### src/logic/adc_init_pkg.sv
package adc_init_pkg;
  // Register addresses on the serial configuration port
  localparam logic [7:0] ADDR_SOFT_RESET = 8'h00;
  localparam logic [7:0] ADDR_BYPASS = 8'h24;
  localparam logic [7:0] ADDR_OUTPUT_FORMAT = 8'h8f;
  // Field positions
  localparam int SOFT_RESET_BIT = 0;
  localparam int BYPASS_BIT = 2;
  localparam int FORMAT_A_BIT = 1;
  // Values loaded from fuses when a reset is released
  localparam logic FUSE_BYPASS = 1'h0;
  localparam logic FUSE_FORMAT_A = 1'h0;
  // Serial frame: read flag, 15 address bits, 8 data bits, MSB first
  localparam int HDR_BITS = 16;
  localparam int FRAME_BITS = 24;
  // Timing
  localparam int CLK_PERIOD_NS = 20;
  localparam int CAL_CYCLES = 200000;
  localparam int RESET_MIN_NS = 1000;
  localparam int RESET_MIN_CYCLES =
    (RESET_MIN_NS + CLK_PERIOD_NS - 1) / CLK_PERIOD_NS;
  // Sequencer states
  typedef enum logic [1:0] {
    ST_RESET,
    ST_LOAD,
    ST_CAL,
    ST_READY
  } seq_state_type;
endpackage : adc_init_pkg

### src/logic/cal_timer.sv
`timescale 1ns/1ps
`default_nettype none
module cal_timer #(
  parameter int CYCLES = adc_init_pkg::CAL_CYCLES
) (
  // Clock and reset
  input wire logic clk_sys,
  input wire logic rst_n,
  // Control
  input wire logic start,
  output logic busy,
  output logic done
);
  localparam int CW = $clog2(CYCLES + 1);
  localparam logic [CW-1:0] LAST = CW'(CYCLES - 1);
  logic [CW-1:0] count;

  // Counts one full calibration; a new start restarts it from zero
  always_ff @(posedge clk_sys) begin
    if (!rst_n) begin
      busy <= 1'b0;
      done <= 1'b0;
      count <= '0;
    end else begin
      done <= 1'b0;
      if (start) begin
        busy <= 1'b1;
        count <= '0;
      end else if (busy) begin
        if (count == LAST) begin
          busy <= 1'b0;
          done <= 1'b1;
        end else begin
          count <= count + 1'b1;
        end
      end
    end
  end
endmodule : cal_timer
`default_nettype wire

### src/logic/adc_init_seq.sv
`timescale 1ns/1ps
`default_nettype none
// Contract
// [RL1] Format bit 0 twos complement, 1 offset binary
// [RL2] Format applies only with bypass bit set
// [RL3] Host pulses reset pin high at least 1 us
// [RL4] Host sets reference pin and clock before reset
// [RL5] Host waits 100 ns before reset rising edge
// [RL6] Release loads fuse defaults, then 200000-cycle calibration
// [RL7] Host waits calibration before programming any register
// [RL8] Soft reset bit restores defaults, clears itself
// [RL9] Host keeps reset pin low during soft reset
module adc_init_seq #(
  parameter int SAMPLE_W = 14,
  parameter int CAL_CYCLES = adc_init_pkg::CAL_CYCLES
) (
  // Clock and reset
  input wire logic clk_sys,
  input wire logic rst_n,
  // Device pins
  input wire logic hw_reset,
  input wire logic reference_mode_pin,
  // Serial configuration port
  input wire logic serial_port_select_n,
  input wire logic serial_clk,
  input wire logic serial_din,
  output logic serial_dout,
  output logic serial_dout_oe,
  // Channel A samples
  input wire logic [SAMPLE_W-1:0] sample_in,
  output logic [SAMPLE_W-1:0] sample_out,
  // Status
  output logic reference_mode,
  output logic cal_busy
);
  // Pins in order: reset, reference, select, clock, data
  logic [4:0] pin_meta;
  logic [4:0] pin_sync;
  logic sclk_d;
  logic hw_reset_s;
  logic sel_n_s;
  logic sclk_rise;
  logic sdi_s;
  adc_init_pkg::seq_state_type state;
  logic cal_start;
  logic cal_done;
  logic bypass_en;
  logic format_sel;
  logic soft_reset_bit;
  logic [4:0] bit_cnt;
  logic [22:0] shift_in;
  logic [7:0] shift_out;
  logic wr_commit;
  logic [7:0] wr_addr;
  logic [7:0] wr_data;

  // True when the upper address bits are zero and the low byte matches
  function automatic logic addr_hit(input logic [14:0] a,
                                    input logic [7:0] target);
    addr_hit = (a[14:8] == 7'h00) && (a[7:0] == target);
  endfunction : addr_hit

  // Read image of a register; unmapped addresses read zero
  function automatic logic [7:0] reg_image(input logic [14:0] a,
                                           input logic byp,
                                           input logic fmt,
                                           input logic srst);
    logic [7:0] v;
    v = 8'h00;
    if (addr_hit(a, adc_init_pkg::ADDR_SOFT_RESET))
      v[adc_init_pkg::SOFT_RESET_BIT] = srst;
    else if (addr_hit(a, adc_init_pkg::ADDR_BYPASS))
      v[adc_init_pkg::BYPASS_BIT] = byp;
    else if (addr_hit(a, adc_init_pkg::ADDR_OUTPUT_FORMAT))
      v[adc_init_pkg::FORMAT_A_BIT] = fmt;
    reg_image = v;
  endfunction : reg_image

  // Two flops on every pin; only the second stage feeds logic
  always_ff @(posedge clk_sys) begin
    if (!rst_n) begin
      pin_meta <= 5'h04; // Select idles high, so no false select
      pin_sync <= 5'h04;
      sclk_d <= 1'b0;
    end else begin
      pin_meta <= {serial_din, serial_clk, serial_port_select_n,
                   reference_mode_pin, hw_reset};
      pin_sync <= pin_meta;
      sclk_d <= pin_sync[3];
    end
  end

  assign hw_reset_s = pin_sync[0];
  assign sel_n_s = pin_sync[2];
  assign sdi_s = pin_sync[4];
  assign sclk_rise = pin_sync[3] & ~sclk_d & ~sel_n_s;

  // Reset, fuse load, calibration, ready; the pin wins over the soft bit
  always_ff @(posedge clk_sys) begin
    if (!rst_n) begin
      state <= adc_init_pkg::ST_RESET;
    end else if (hw_reset_s) begin
      state <= adc_init_pkg::ST_RESET; // [RL3] [RL9]
    end else begin
      unique case (state)
        adc_init_pkg::ST_RESET: state <= adc_init_pkg::ST_LOAD; // [RL6]
        adc_init_pkg::ST_LOAD: state <= adc_init_pkg::ST_CAL; // [RL6]
        adc_init_pkg::ST_CAL: begin
          if (cal_done)
            state <= adc_init_pkg::ST_READY;
        end
        adc_init_pkg::ST_READY: begin
          if (soft_reset_bit)
            state <= adc_init_pkg::ST_LOAD; // [RL8]
        end
      endcase
    end
  end

  assign cal_start = (state == adc_init_pkg::ST_LOAD); // [RL6]

  cal_timer #(
    .CYCLES(CAL_CYCLES)
  ) u_cal_timer (
    .clk_sys(clk_sys),
    .rst_n(rst_n),
    .start(cal_start),
    .busy(cal_busy),
    .done(cal_done)
  );

  // Reference strap is caught as the reset lets go, not under reset
  always_ff @(posedge clk_sys) begin
    if (!rst_n)
      reference_mode <= 1'b0;
    else if (state == adc_init_pkg::ST_RESET && !hw_reset_s)
      reference_mode <= pin_sync[1]; // [RL4]
  end

  // Serial frame capture; bits past the frame end are ignored
  always_ff @(posedge clk_sys) begin
    if (!rst_n || sel_n_s) begin
      bit_cnt <= 5'h00;
      shift_in <= 23'h000000;
    end else if (sclk_rise && bit_cnt != 5'(adc_init_pkg::FRAME_BITS)) begin
      bit_cnt <= bit_cnt + 5'h01;
      shift_in <= {shift_in[21:0], sdi_s};
    end
  end

  assign wr_commit = sclk_rise && !shift_in[22] &&
    bit_cnt == 5'(adc_init_pkg::FRAME_BITS - 1) &&
    state == adc_init_pkg::ST_READY; // [RL7]
  assign wr_addr = shift_in[14:7];
  assign wr_data = {shift_in[6:0], sdi_s};

  // Read data goes out MSB first after the header
  always_ff @(posedge clk_sys) begin
    if (!rst_n || sel_n_s) begin
      shift_out <= 8'h00;
      serial_dout_oe <= 1'b0;
    end else if (sclk_rise) begin
      if (bit_cnt == 5'(adc_init_pkg::HDR_BITS - 1)) begin
        shift_out <= reg_image({shift_in[13:0], sdi_s}, bypass_en,
                               format_sel, soft_reset_bit);
        serial_dout_oe <= shift_in[14];
      end else begin
        shift_out <= {shift_out[6:0], 1'b0};
        if (bit_cnt == 5'(adc_init_pkg::FRAME_BITS - 1))
          serial_dout_oe <= 1'b0;
      end
    end
  end

  assign serial_dout = shift_out[7];

  // Registers: fuse values during reset and load, writes only when ready;
  // a set soft bit loads defaults and drops after exactly one cycle
  always_ff @(posedge clk_sys) begin
    if (!rst_n) begin
      bypass_en <= adc_init_pkg::FUSE_BYPASS;
      format_sel <= adc_init_pkg::FUSE_FORMAT_A;
      soft_reset_bit <= 1'b0;
    end else if (state == adc_init_pkg::ST_RESET ||
                 state == adc_init_pkg::ST_LOAD || soft_reset_bit) begin
      bypass_en <= adc_init_pkg::FUSE_BYPASS; // [RL6] [RL8]
      format_sel <= adc_init_pkg::FUSE_FORMAT_A;
      soft_reset_bit <= 1'b0; // [RL8]
    end else if (wr_commit) begin
      if (addr_hit({shift_in[21:15], wr_addr},
                   adc_init_pkg::ADDR_SOFT_RESET))
        soft_reset_bit <= wr_data[adc_init_pkg::SOFT_RESET_BIT]; // [RL8]
      if (addr_hit({shift_in[21:15], wr_addr}, adc_init_pkg::ADDR_BYPASS))
        bypass_en <= wr_data[adc_init_pkg::BYPASS_BIT];
      if (addr_hit({shift_in[21:15], wr_addr},
                   adc_init_pkg::ADDR_OUTPUT_FORMAT))
        format_sel <= wr_data[adc_init_pkg::FORMAT_A_BIT];
    end
  end

  // Offset binary is two's complement with the sign bit flipped
  always_ff @(posedge clk_sys) begin
    if (!rst_n)
      sample_out <= '0;
    else if (bypass_en && format_sel) // [RL2]
      sample_out <= {~sample_in[SAMPLE_W-1], sample_in[SAMPLE_W-2:0]}; // [RL1]
    else
      sample_out <= sample_in; // [RL1]
  end
endmodule : adc_init_seq
`default_nettype wire

### config.mk
export PLATFORM = sky130hd
export DESIGN_NAME = adc_init_seq
export DESIGN_NICKNAME = d
export VERILOG_FILES = /design/src/logic/adc_init_pkg.sv /design/src/logic/cal_timer.sv /design/src/logic/adc_init_seq.sv
export SDC_FILE = /design/constraint.sdc
export NUM_CORES = 1
export LEC_CHECK = 0
export BUFFER_PORTS_ARGS = -buffer_cell sky130_fd_sc_hd__buf_4
export CAP_MARGIN = 20
export CORE_MARGIN = 5
export CORE_UTILIZATION = 65
export CTS_BUF_LIST = sky130_fd_sc_hd__clkbuf_8
export DETAILED_ROUTE_END_ITERATION = 7
export PLACE_DENSITY_LB_ADDON = 0.08
export SYNTH_ARGS = -nofsm -noshare
export SYNTH_HDL_FRONTEND = slang
export SYNTH_SLANG_ARGS = --single-unit
### constraint.sdc
create_clock -name clk_sys -period 3.66 [get_ports clk_sys]
set_input_delay 0.183 -clock clk_sys [delete_from_list [all_inputs] [get_ports clk_sys]]
set_output_delay 0.183 -clock clk_sys [all_outputs]
set_load 0.1 [all_outputs]
==> impl_metrics.csv, run 1 <==
group,metric,value,unit
clocking,cts_root_buffer,"clkbuf_8",
die,io_pins,39,
timing,hold_ws,0.0258,ns
synth,avgSynthCellArea,8.89,um^2
detailed_routing,via_count,2940,
synth,synthArstFlopShare,0,%
synth,synth_area,3660,um^2
worst_setup_path,critPathLaunchType,"flip-flop",
synth,synth_edf_count,0,
worst_setup_path,cp_max_fo,16,
worst_setup_path,critPathCaptureType,"flip-flop",
detailed_routing,routed_wl,6840,um
die,die_w,85.1,um
die,die_y,85.1,um
synth,yosysTopAreaCellShare,48.1,%
detailed_routing,drc,0,
die,fp.dieArea,7240,um^2
detailed_routing,wl_per_cell,13.1,um
worst_setup_path,timing.rr.end,"u_cal_timer.count[14]$_SDFFE_PP0P_",
timing,maxSlewHeadroom,31.9,%
clocking,clock_latency,0.36,ns
timing,setup_viol,0,
clocking,postCtsSetupRepairBufs,0,
timing,tightest_slew,1.02,ns
detailed_routing,ant_nets,0,
synth,postSynthCellCount,412,
pwr,leakage,0.00146,uW
min_path,hold_depth,2,
placed_design,place_congestion,0.794,
placed_design,dp.cells,505,
detailed_routing,via_per_inst,5.63,
worst_setup_path,worstRegToRegCells,6,
detailed_routing,drtIter0Drc,166,
global_routing,grt_max_degree,38,
global_routing,grt_pass1_wl,11700,um
clocking,cts-htree-levels,3,
global_routing,antenna_found_initial,0,
synth,ys_seq_area_share,48.1,%
global_routing,grt_util_all_layers,19.7,%
synth,synth_cell_types,50,
global_routing,grt_pass1_vias,2596,
run_status,status,"finished, final reports clean",
cells_and_area,drive_gt1_share,15.6,%
timing,fmax,0.499,GHz
timing,post-route-period-util,54.7,%
synth,yosys_most_used_dff,"dfxtp_1",
synth,yosysTopAreaCell,"dfxtp_1",
detailed_routing,dr.pass1.iters,4,
cells_and_area,antennaDiodeCount,0,
min_path,min_to,"pin_meta[0]$_SDFF_PN0_",
flow_run,maxCapViolCount,0,
clocking,clk_pin_slew_worst_paths,0.09,ns
synth,yosys_warnings,0,
timing,skew,0.00916,ns
worst_setup_path,setup.worst_path.class,"flip-flop to flip-flop",
synth,synth_area_leaders,"dfxtp_1, nand2_1, a21oi_1, and2_1, ha_1",
placed_design,io_buffer_count,38,
synth,ys_ff_latch,88,
worst_setup_path,arrival,2.30,ns
timing,rsz0062_at_grt,"false",
clocking,clock_path_buffers,2,
die,core,5510,um^2
clocking,cts_hold_buf,1,
synth,synth_nets,442,
cells_and_area,nNetsFinal,475,
worst_setup_path,r2r-start,"state[1]$_SDFFE_PP0P_",
die,start_util,66.5,%
clocking,cts_sinks,88,
cells_and_area,stdcell_count,522,
die,rows,27,
clocking,cts_tree,"yes",
worst_setup_path,cp_data_required_time,3.96,ns
timing,period_needed,2.00,ns
pwr,ir_drop,0.389,mV
min_path,min-delay-start,"hw_reset",
worst_setup_path,rrSetupSlack,1.66,ns
timing,finalHoldViolations,0,
timing,setup_tns,0,ns
min_path,worstHoldPathType,"input port to flip-flop",
clocking,cts.repair.resized,0,
global_routing,overflow,0,
clocking,cts_buffers,9,
pwr,powerDensity,462,nW/um^2
cells_and_area,area_growth,13.5,%
placed_design,dp_hpwl,4750,um
timing,drv_slew,0,
## cell usage after synthesis, drive strengths merged, types with 2 or more instances
cell / n
nor2: 15
nand4: 11
mux2: 2
o21ai: 2
nand3b: 3
dfxtp: 88
o21a: 3
nand4b: 2
a211oi: 3
nand2b: 7
a21oi: 41
xnor2: 4
nor2b: 5
nor4b: 5
nor3: 7
buf: 7
a221oi: 2
or3: 3
and4: 4
o31ai: 4
inv: 11
nand3: 17
xor2: 2
a2111o: 2
mux2i: 8
nor4: 7
and3: 5
clkbuf: 11
and2: 28
or4: 6
ha: 9
nand2: 78
o211ai: 3
## critical path, stage by stage, from the launching register on
cell and delay [ns]:
dfxtp_1 0.39, inv_1 0.10, ha_1 0.23, nor2b_1 0.80, nand2_1 0.14, a31o_2 0.24
nand2_1 0.05
## flip-flops by register name, indices dropped and copies added, names as in the netlist, 2 cells and up
signal and count:
pin_meta 5, shift_out 8, pin_sync 5, sample_out 14, state 2, shift_in 23
u_cal_timer.count 18, bit_cnt 5
## worst max-delay path by stage
| stage | start | to | slack (ns) | cells after the start |
|---|---|---|---|---|
| floorplan | u_cal_timer.busy$_SDFF_PN0_ | u_cal_timer.count[10]$_SDFFE_PP0P_ | 1.52 | 5 |
| global placement | sclk_d$_SDFF_PN0_ | bit_cnt[0]$_SDFFE_PP0P_ | 1.79 | 4 |
| detailed placement | pin_sync[3]$_SDFF_PN0_ | bit_cnt[0]$_SDFFE_PP0P_ | 1.72 | 4 |
| CTS | state[1]$_SDFFE_PP0P_ | u_cal_timer.count[14]$_SDFFE_PP0P_ | 1.70 | 6 |
| global route | state[1]$_SDFFE_PP0P_ | u_cal_timer.count[14]$_SDFFE_PP0P_ | 1.48 | 6 |
| finish | state[1]$_SDFFE_PP0P_ | u_cal_timer.count[14]$_SDFFE_PP0P_ | 1.66 | 6 |
## per-stage QoR
stage | utilization (%) | area, um^2 | total power [uW] | worst slack [ns]
6_report | 75.5 | 4160 | 1920 | 1.66
5_1_grt | 75.5 | 4160 | 2010 | 1.48
4_1_cts | 75.5 | 4160 | 1940 | 1.70
3_5_place_dp | 71.9 | 3960 | 1320 | 1.72
3_3_place_gp | 71.9 | 3960 | 1310 | 1.79
2_1_floorplan | - | 3660 | 1250 | 1.52
## cell families (layout without fill, tap and decap cells)
logic type | after synthesis | after routing | share of synthesized area [%]
AND/OR/NAND/NOR | 207 | 207 | 30.8
multiplexers | 10 | 10 | 2.80
AO/OA/AOI/OAI | 63 | 63 | 10.3
XOR/XNOR | 6 | 6 | 1.43
buffers and inverters | 29 | 67 | 3.48
flip-flops | 88 | 88 | 48.1
adder cells (fa/ha/maj) | 9 | 9 | 3.07
## metal layers
layer / vias up / share of wire (%) / global-route usage, % / routed length, um
met2: 66 / 45 / 30.1 / 3090
li1: 1495 / - / - / -
met3: 7 / 7.0 / 8.25 / 477
met4: 0 / 0.99 / 5.90 / 68
met5: - / 0 / 0 / 0
met1: 1372 / 47 / 25.6 / 3210
## where the power goes
part           internal, uW  switching [uW]
logic                  90.2             189
clock network           273             354
registers               987            29.7
## cell type report
type / instances / area [um^2]
clock buffers: 10 / 138
inverters: 11 / 41.3
fillers: 418 / 1350
repair buffers: 40 / 303
well taps: 72 / 90.1
clock inverters: 6 / 51.3
multi-input cells: 295 / 1770
flip-flops and latches: 88 / 1760
## placed cells by master (no fill, tap or decap), types with 6 or more instances in the layout
master	count
dfxtp_1	88
ha_1	9
nand2_1	77
and2_1	27
nor2_1	14
a21oi_1	40
nand4_1	11
inv_1	11
or4_1	6
clkbuf_8	10
buf_4	39
nand3_1	16
nand2b_1	7
mux2i_1	8
nor4_1	6
nor3_1	7
(Power assumes the default switching activity.)
==> inputs of run 2 (changes only) <==
--- a/config.mk
+++ b/config.mk
@@ -8,7 +8,7 @@
 export BUFFER_PORTS_ARGS = -buffer_cell sky130_fd_sc_hd__buf_4
 export CAP_MARGIN = 20
 export CORE_MARGIN = 5
-export CORE_UTILIZATION = 65
+export CORE_UTILIZATION = 60
 export CTS_BUF_LIST = sky130_fd_sc_hd__clkbuf_8
 export DETAILED_ROUTE_END_ITERATION = 7
 export PLACE_DENSITY_LB_ADDON = 0.08
==> constraint.sdc (replaced) <==
create_clock -name clk_sys -period 1.9 [get_ports clk_sys]
set_input_delay 0.095 -clock clk_sys [delete_from_list [all_inputs] [get_ports clk_sys]]
set_output_delay 0.095 -clock clk_sys [all_outputs]
set_load 0.1 [all_outputs]
==> impl_metrics.csv, run 2 (synthesis results as in run 1) <==
group,metric,value,unit
cells_and_area,largest_reg_flops,23,
worst_setup_path,cp_data_required_time,2.19,ns
clocking,cts.repair.resized,0,
clocking,cts_root_buffer,"clkbuf_8",
cells_and_area,nNetsFinal,500,
worst_setup_path,arrival,2.06,ns
clocking,cts_buffers,9,
detailed_routing,via_per_inst,5.51,
clocking,clk_pin_slew_worst_paths,0.09,ns
cells_and_area,fill_cells,444,
detailed_routing,drtIter0Drc,144,
placed_design,dp_hpwl,5000,um
pwr,leakage,0.00158,uW
worst_setup_path,setup.worst_path.class,"flip-flop to flip-flop",
min_path,min_to,"pin_sync[2]$_SDFF_PN1_",
worst_setup_path,critPathLaunchType,"flip-flop",
clocking,cts_hold_buf,18,
die,start_util,61.9,%
cells_and_area,final_common_cell,"dfxtp_1",
detailed_routing,ant_nets,0,
global_routing,grt_pass1_vias,2937,
worst_setup_path,worstRegToRegCells,5,
cells_and_area,antennaDiodeCount,0,
placed_design,placed_area,4040,um^2
timing,fmax,0.563,GHz
die,die_y,88.1,um
cells_and_area,multi_input_area,1770,um^2
placed_design,io_buffer_count,38,
cells_and_area,layout.area.seq,1760,um^2
detailed_routing,dr.pass1.iters,4,
cells_and_area,design_area,4400,um^2
timing,period_needed,1.78,ns
die,rows,28,
timing,skew,0.00711,ns
worst_setup_path,r2r-start,"state[0]$_SDFFE_PP0P_",
detailed_routing,wl_per_cell,14.0,um
timing,maxSlewHeadroom,69.5,%
timing,setup_viol,0,
clocking,postCtsSetupRepairBufs,0,
global_routing,grt_util_all_layers,21.5,%
die,io_pins,39,
pwr,ir_drop,0.669,mV
die,die_w,88.1,um
pwr,powerDensity,853,nW/um^2
min_path,worstHoldPathType,"input port to flip-flop",
flow_run,maxCapViolCount,0,
clocking,cts_sinks,88,
cells_and_area,largestRegisters,"shift_in: 23 flops, u_cal_timer.count: 18 flops, sample_out: 14 flops",
cells_and_area,regMostFlops,"shift_in",
global_routing,antenna_found_initial,0,
cells_and_area,drive_gt1_share,16.6,%
detailed_routing,drc,0,
worst_setup_path,rrSetupSlack,0.12,ns
timing,rsz0062_at_grt,"false",
clocking,cts-htree-levels,3,
detailed_routing,via_count,3033,
detailed_routing,routed_wl,7680,um
timing,post-route-period-util,93.5,%
worst_setup_path,critPathCaptureType,"flip-flop",
pwr,total_power,3750,uW
timing,drv_slew,0,
worst_setup_path,cp_max_fo,4,
clocking,cts_tree,"yes",
timing,tightest_slew,0.453,ns
global_routing,grt_pass1_wl,13200,um
min_path,min-delay-start,"rst_n",
timing,finalHoldViolations,0,
run_status,status,"finished, final reports clean",
die,fp.dieArea,7770,um^2
global_routing,grt_max_degree,38,
worst_setup_path,timing.rr.end,"bypass_en$_SDFFE_PP0P_",
timing,setup_tns,0,ns
clocking,clock_path_buffers,2,
cells_and_area,area_growth,20.0,%
cells_and_area,layout_common_cells,"dfxtp_1, nand2_1, buf_4",
die,core,5920,um^2
placed_design,place_congestion,0.870,
global_routing,overflow,0,
min_path,hold_depth,2,
clocking,clock_latency,0.35,ns
==> run 2: cell types whose count changed in the layout (fill, tap and decap cells not counted) <==
cell,previous run,this run
buf_4,39,46
inv_6,1,2
clkinv_4,1,0
dlygate4sd3_1,1,18
clkinvlp_4,3,2
inv_8,1,0
dfxtp_2,0,1
buf_12,0,1
clkinv_2,0,2
dfxtp_1,88,87
==> run 2: through the flow <==
step	hold slack [ns]	worst slack, ns	instances	utilization (%)
finish	0.0597	0.124	550	74.3
global route	0.0723	0.0380	550	74.3
CTS	0.0403	0.145	550	74.3
detailed placement	0.284	0.177	516	68.2
global placement	0.283	0.286	516	68.2
floorplan	0.196	0.0903	412	-
==> run 2: worst max-delay path by stage <==
stage	startpoint	end	slack, ns	depth (start not counted)
after floorplan	u_cal_timer.busy$_SDFF_PN0_	u_cal_timer.count[10]$_SDFFE_PP0P_	0.09	5
after global placement	state[0]$_SDFFE_PP0P_	format_sel$_SDFFE_PP0P_	0.29	5
after detailed placement	state[0]$_SDFFE_PP0P_	bypass_en$_SDFFE_PP0P_	0.18	5
after CTS	state[0]$_SDFFE_PP0P_	bypass_en$_SDFFE_PP0P_	0.15	5
after global routing	state[0]$_SDFFE_PP0P_	format_sel$_SDFFE_PP0P_	0.04	5
final	state[0]$_SDFFE_PP0P_	bypass_en$_SDFFE_PP0P_	0.12	5
==> run 2: critical path, cell delays in order, from the launching register on <==
cell and delay (ns):
dfxtp_1 0.40, ha_1 0.21, nor4b_1 0.28, nand4b_1 0.21, nor4_1 0.40, mux2i_1 0.21
==> run 2: cell type report <==
type | count | area share [%]
Clock buffer | 10 | 3.13
Clock inverter | 6 | 0.967
Tap cell | 75 | 2.13
Inverter | 11 | 0.939
Timing Repair Buffer | 65 | 12.4
Sequential cell | 88 | 40.1
Multi-Input combinational cell | 295 | 40.3
==> run 2: report_power, final <==
group | total, uW | switching, uW | internal [uW]
clock network | 1190 | 679 | 516
registers | 1960 | 57.2 | 1900
logic | 598 | 381 | 217
total | 3750 | 1120 | 2640
==> run 2: routing by layer <==
metal | vias up | wire length [um] | GRT usage (%)
li1 | 1554 | - | -
met1 | 1408 | 3610 | 27.9
met2 | 65 | 3580 | 34.4
met3 | 6 | 411 | 4.80
met4 | 0 | 75 | 9.48
met5 | - | 0 | 0
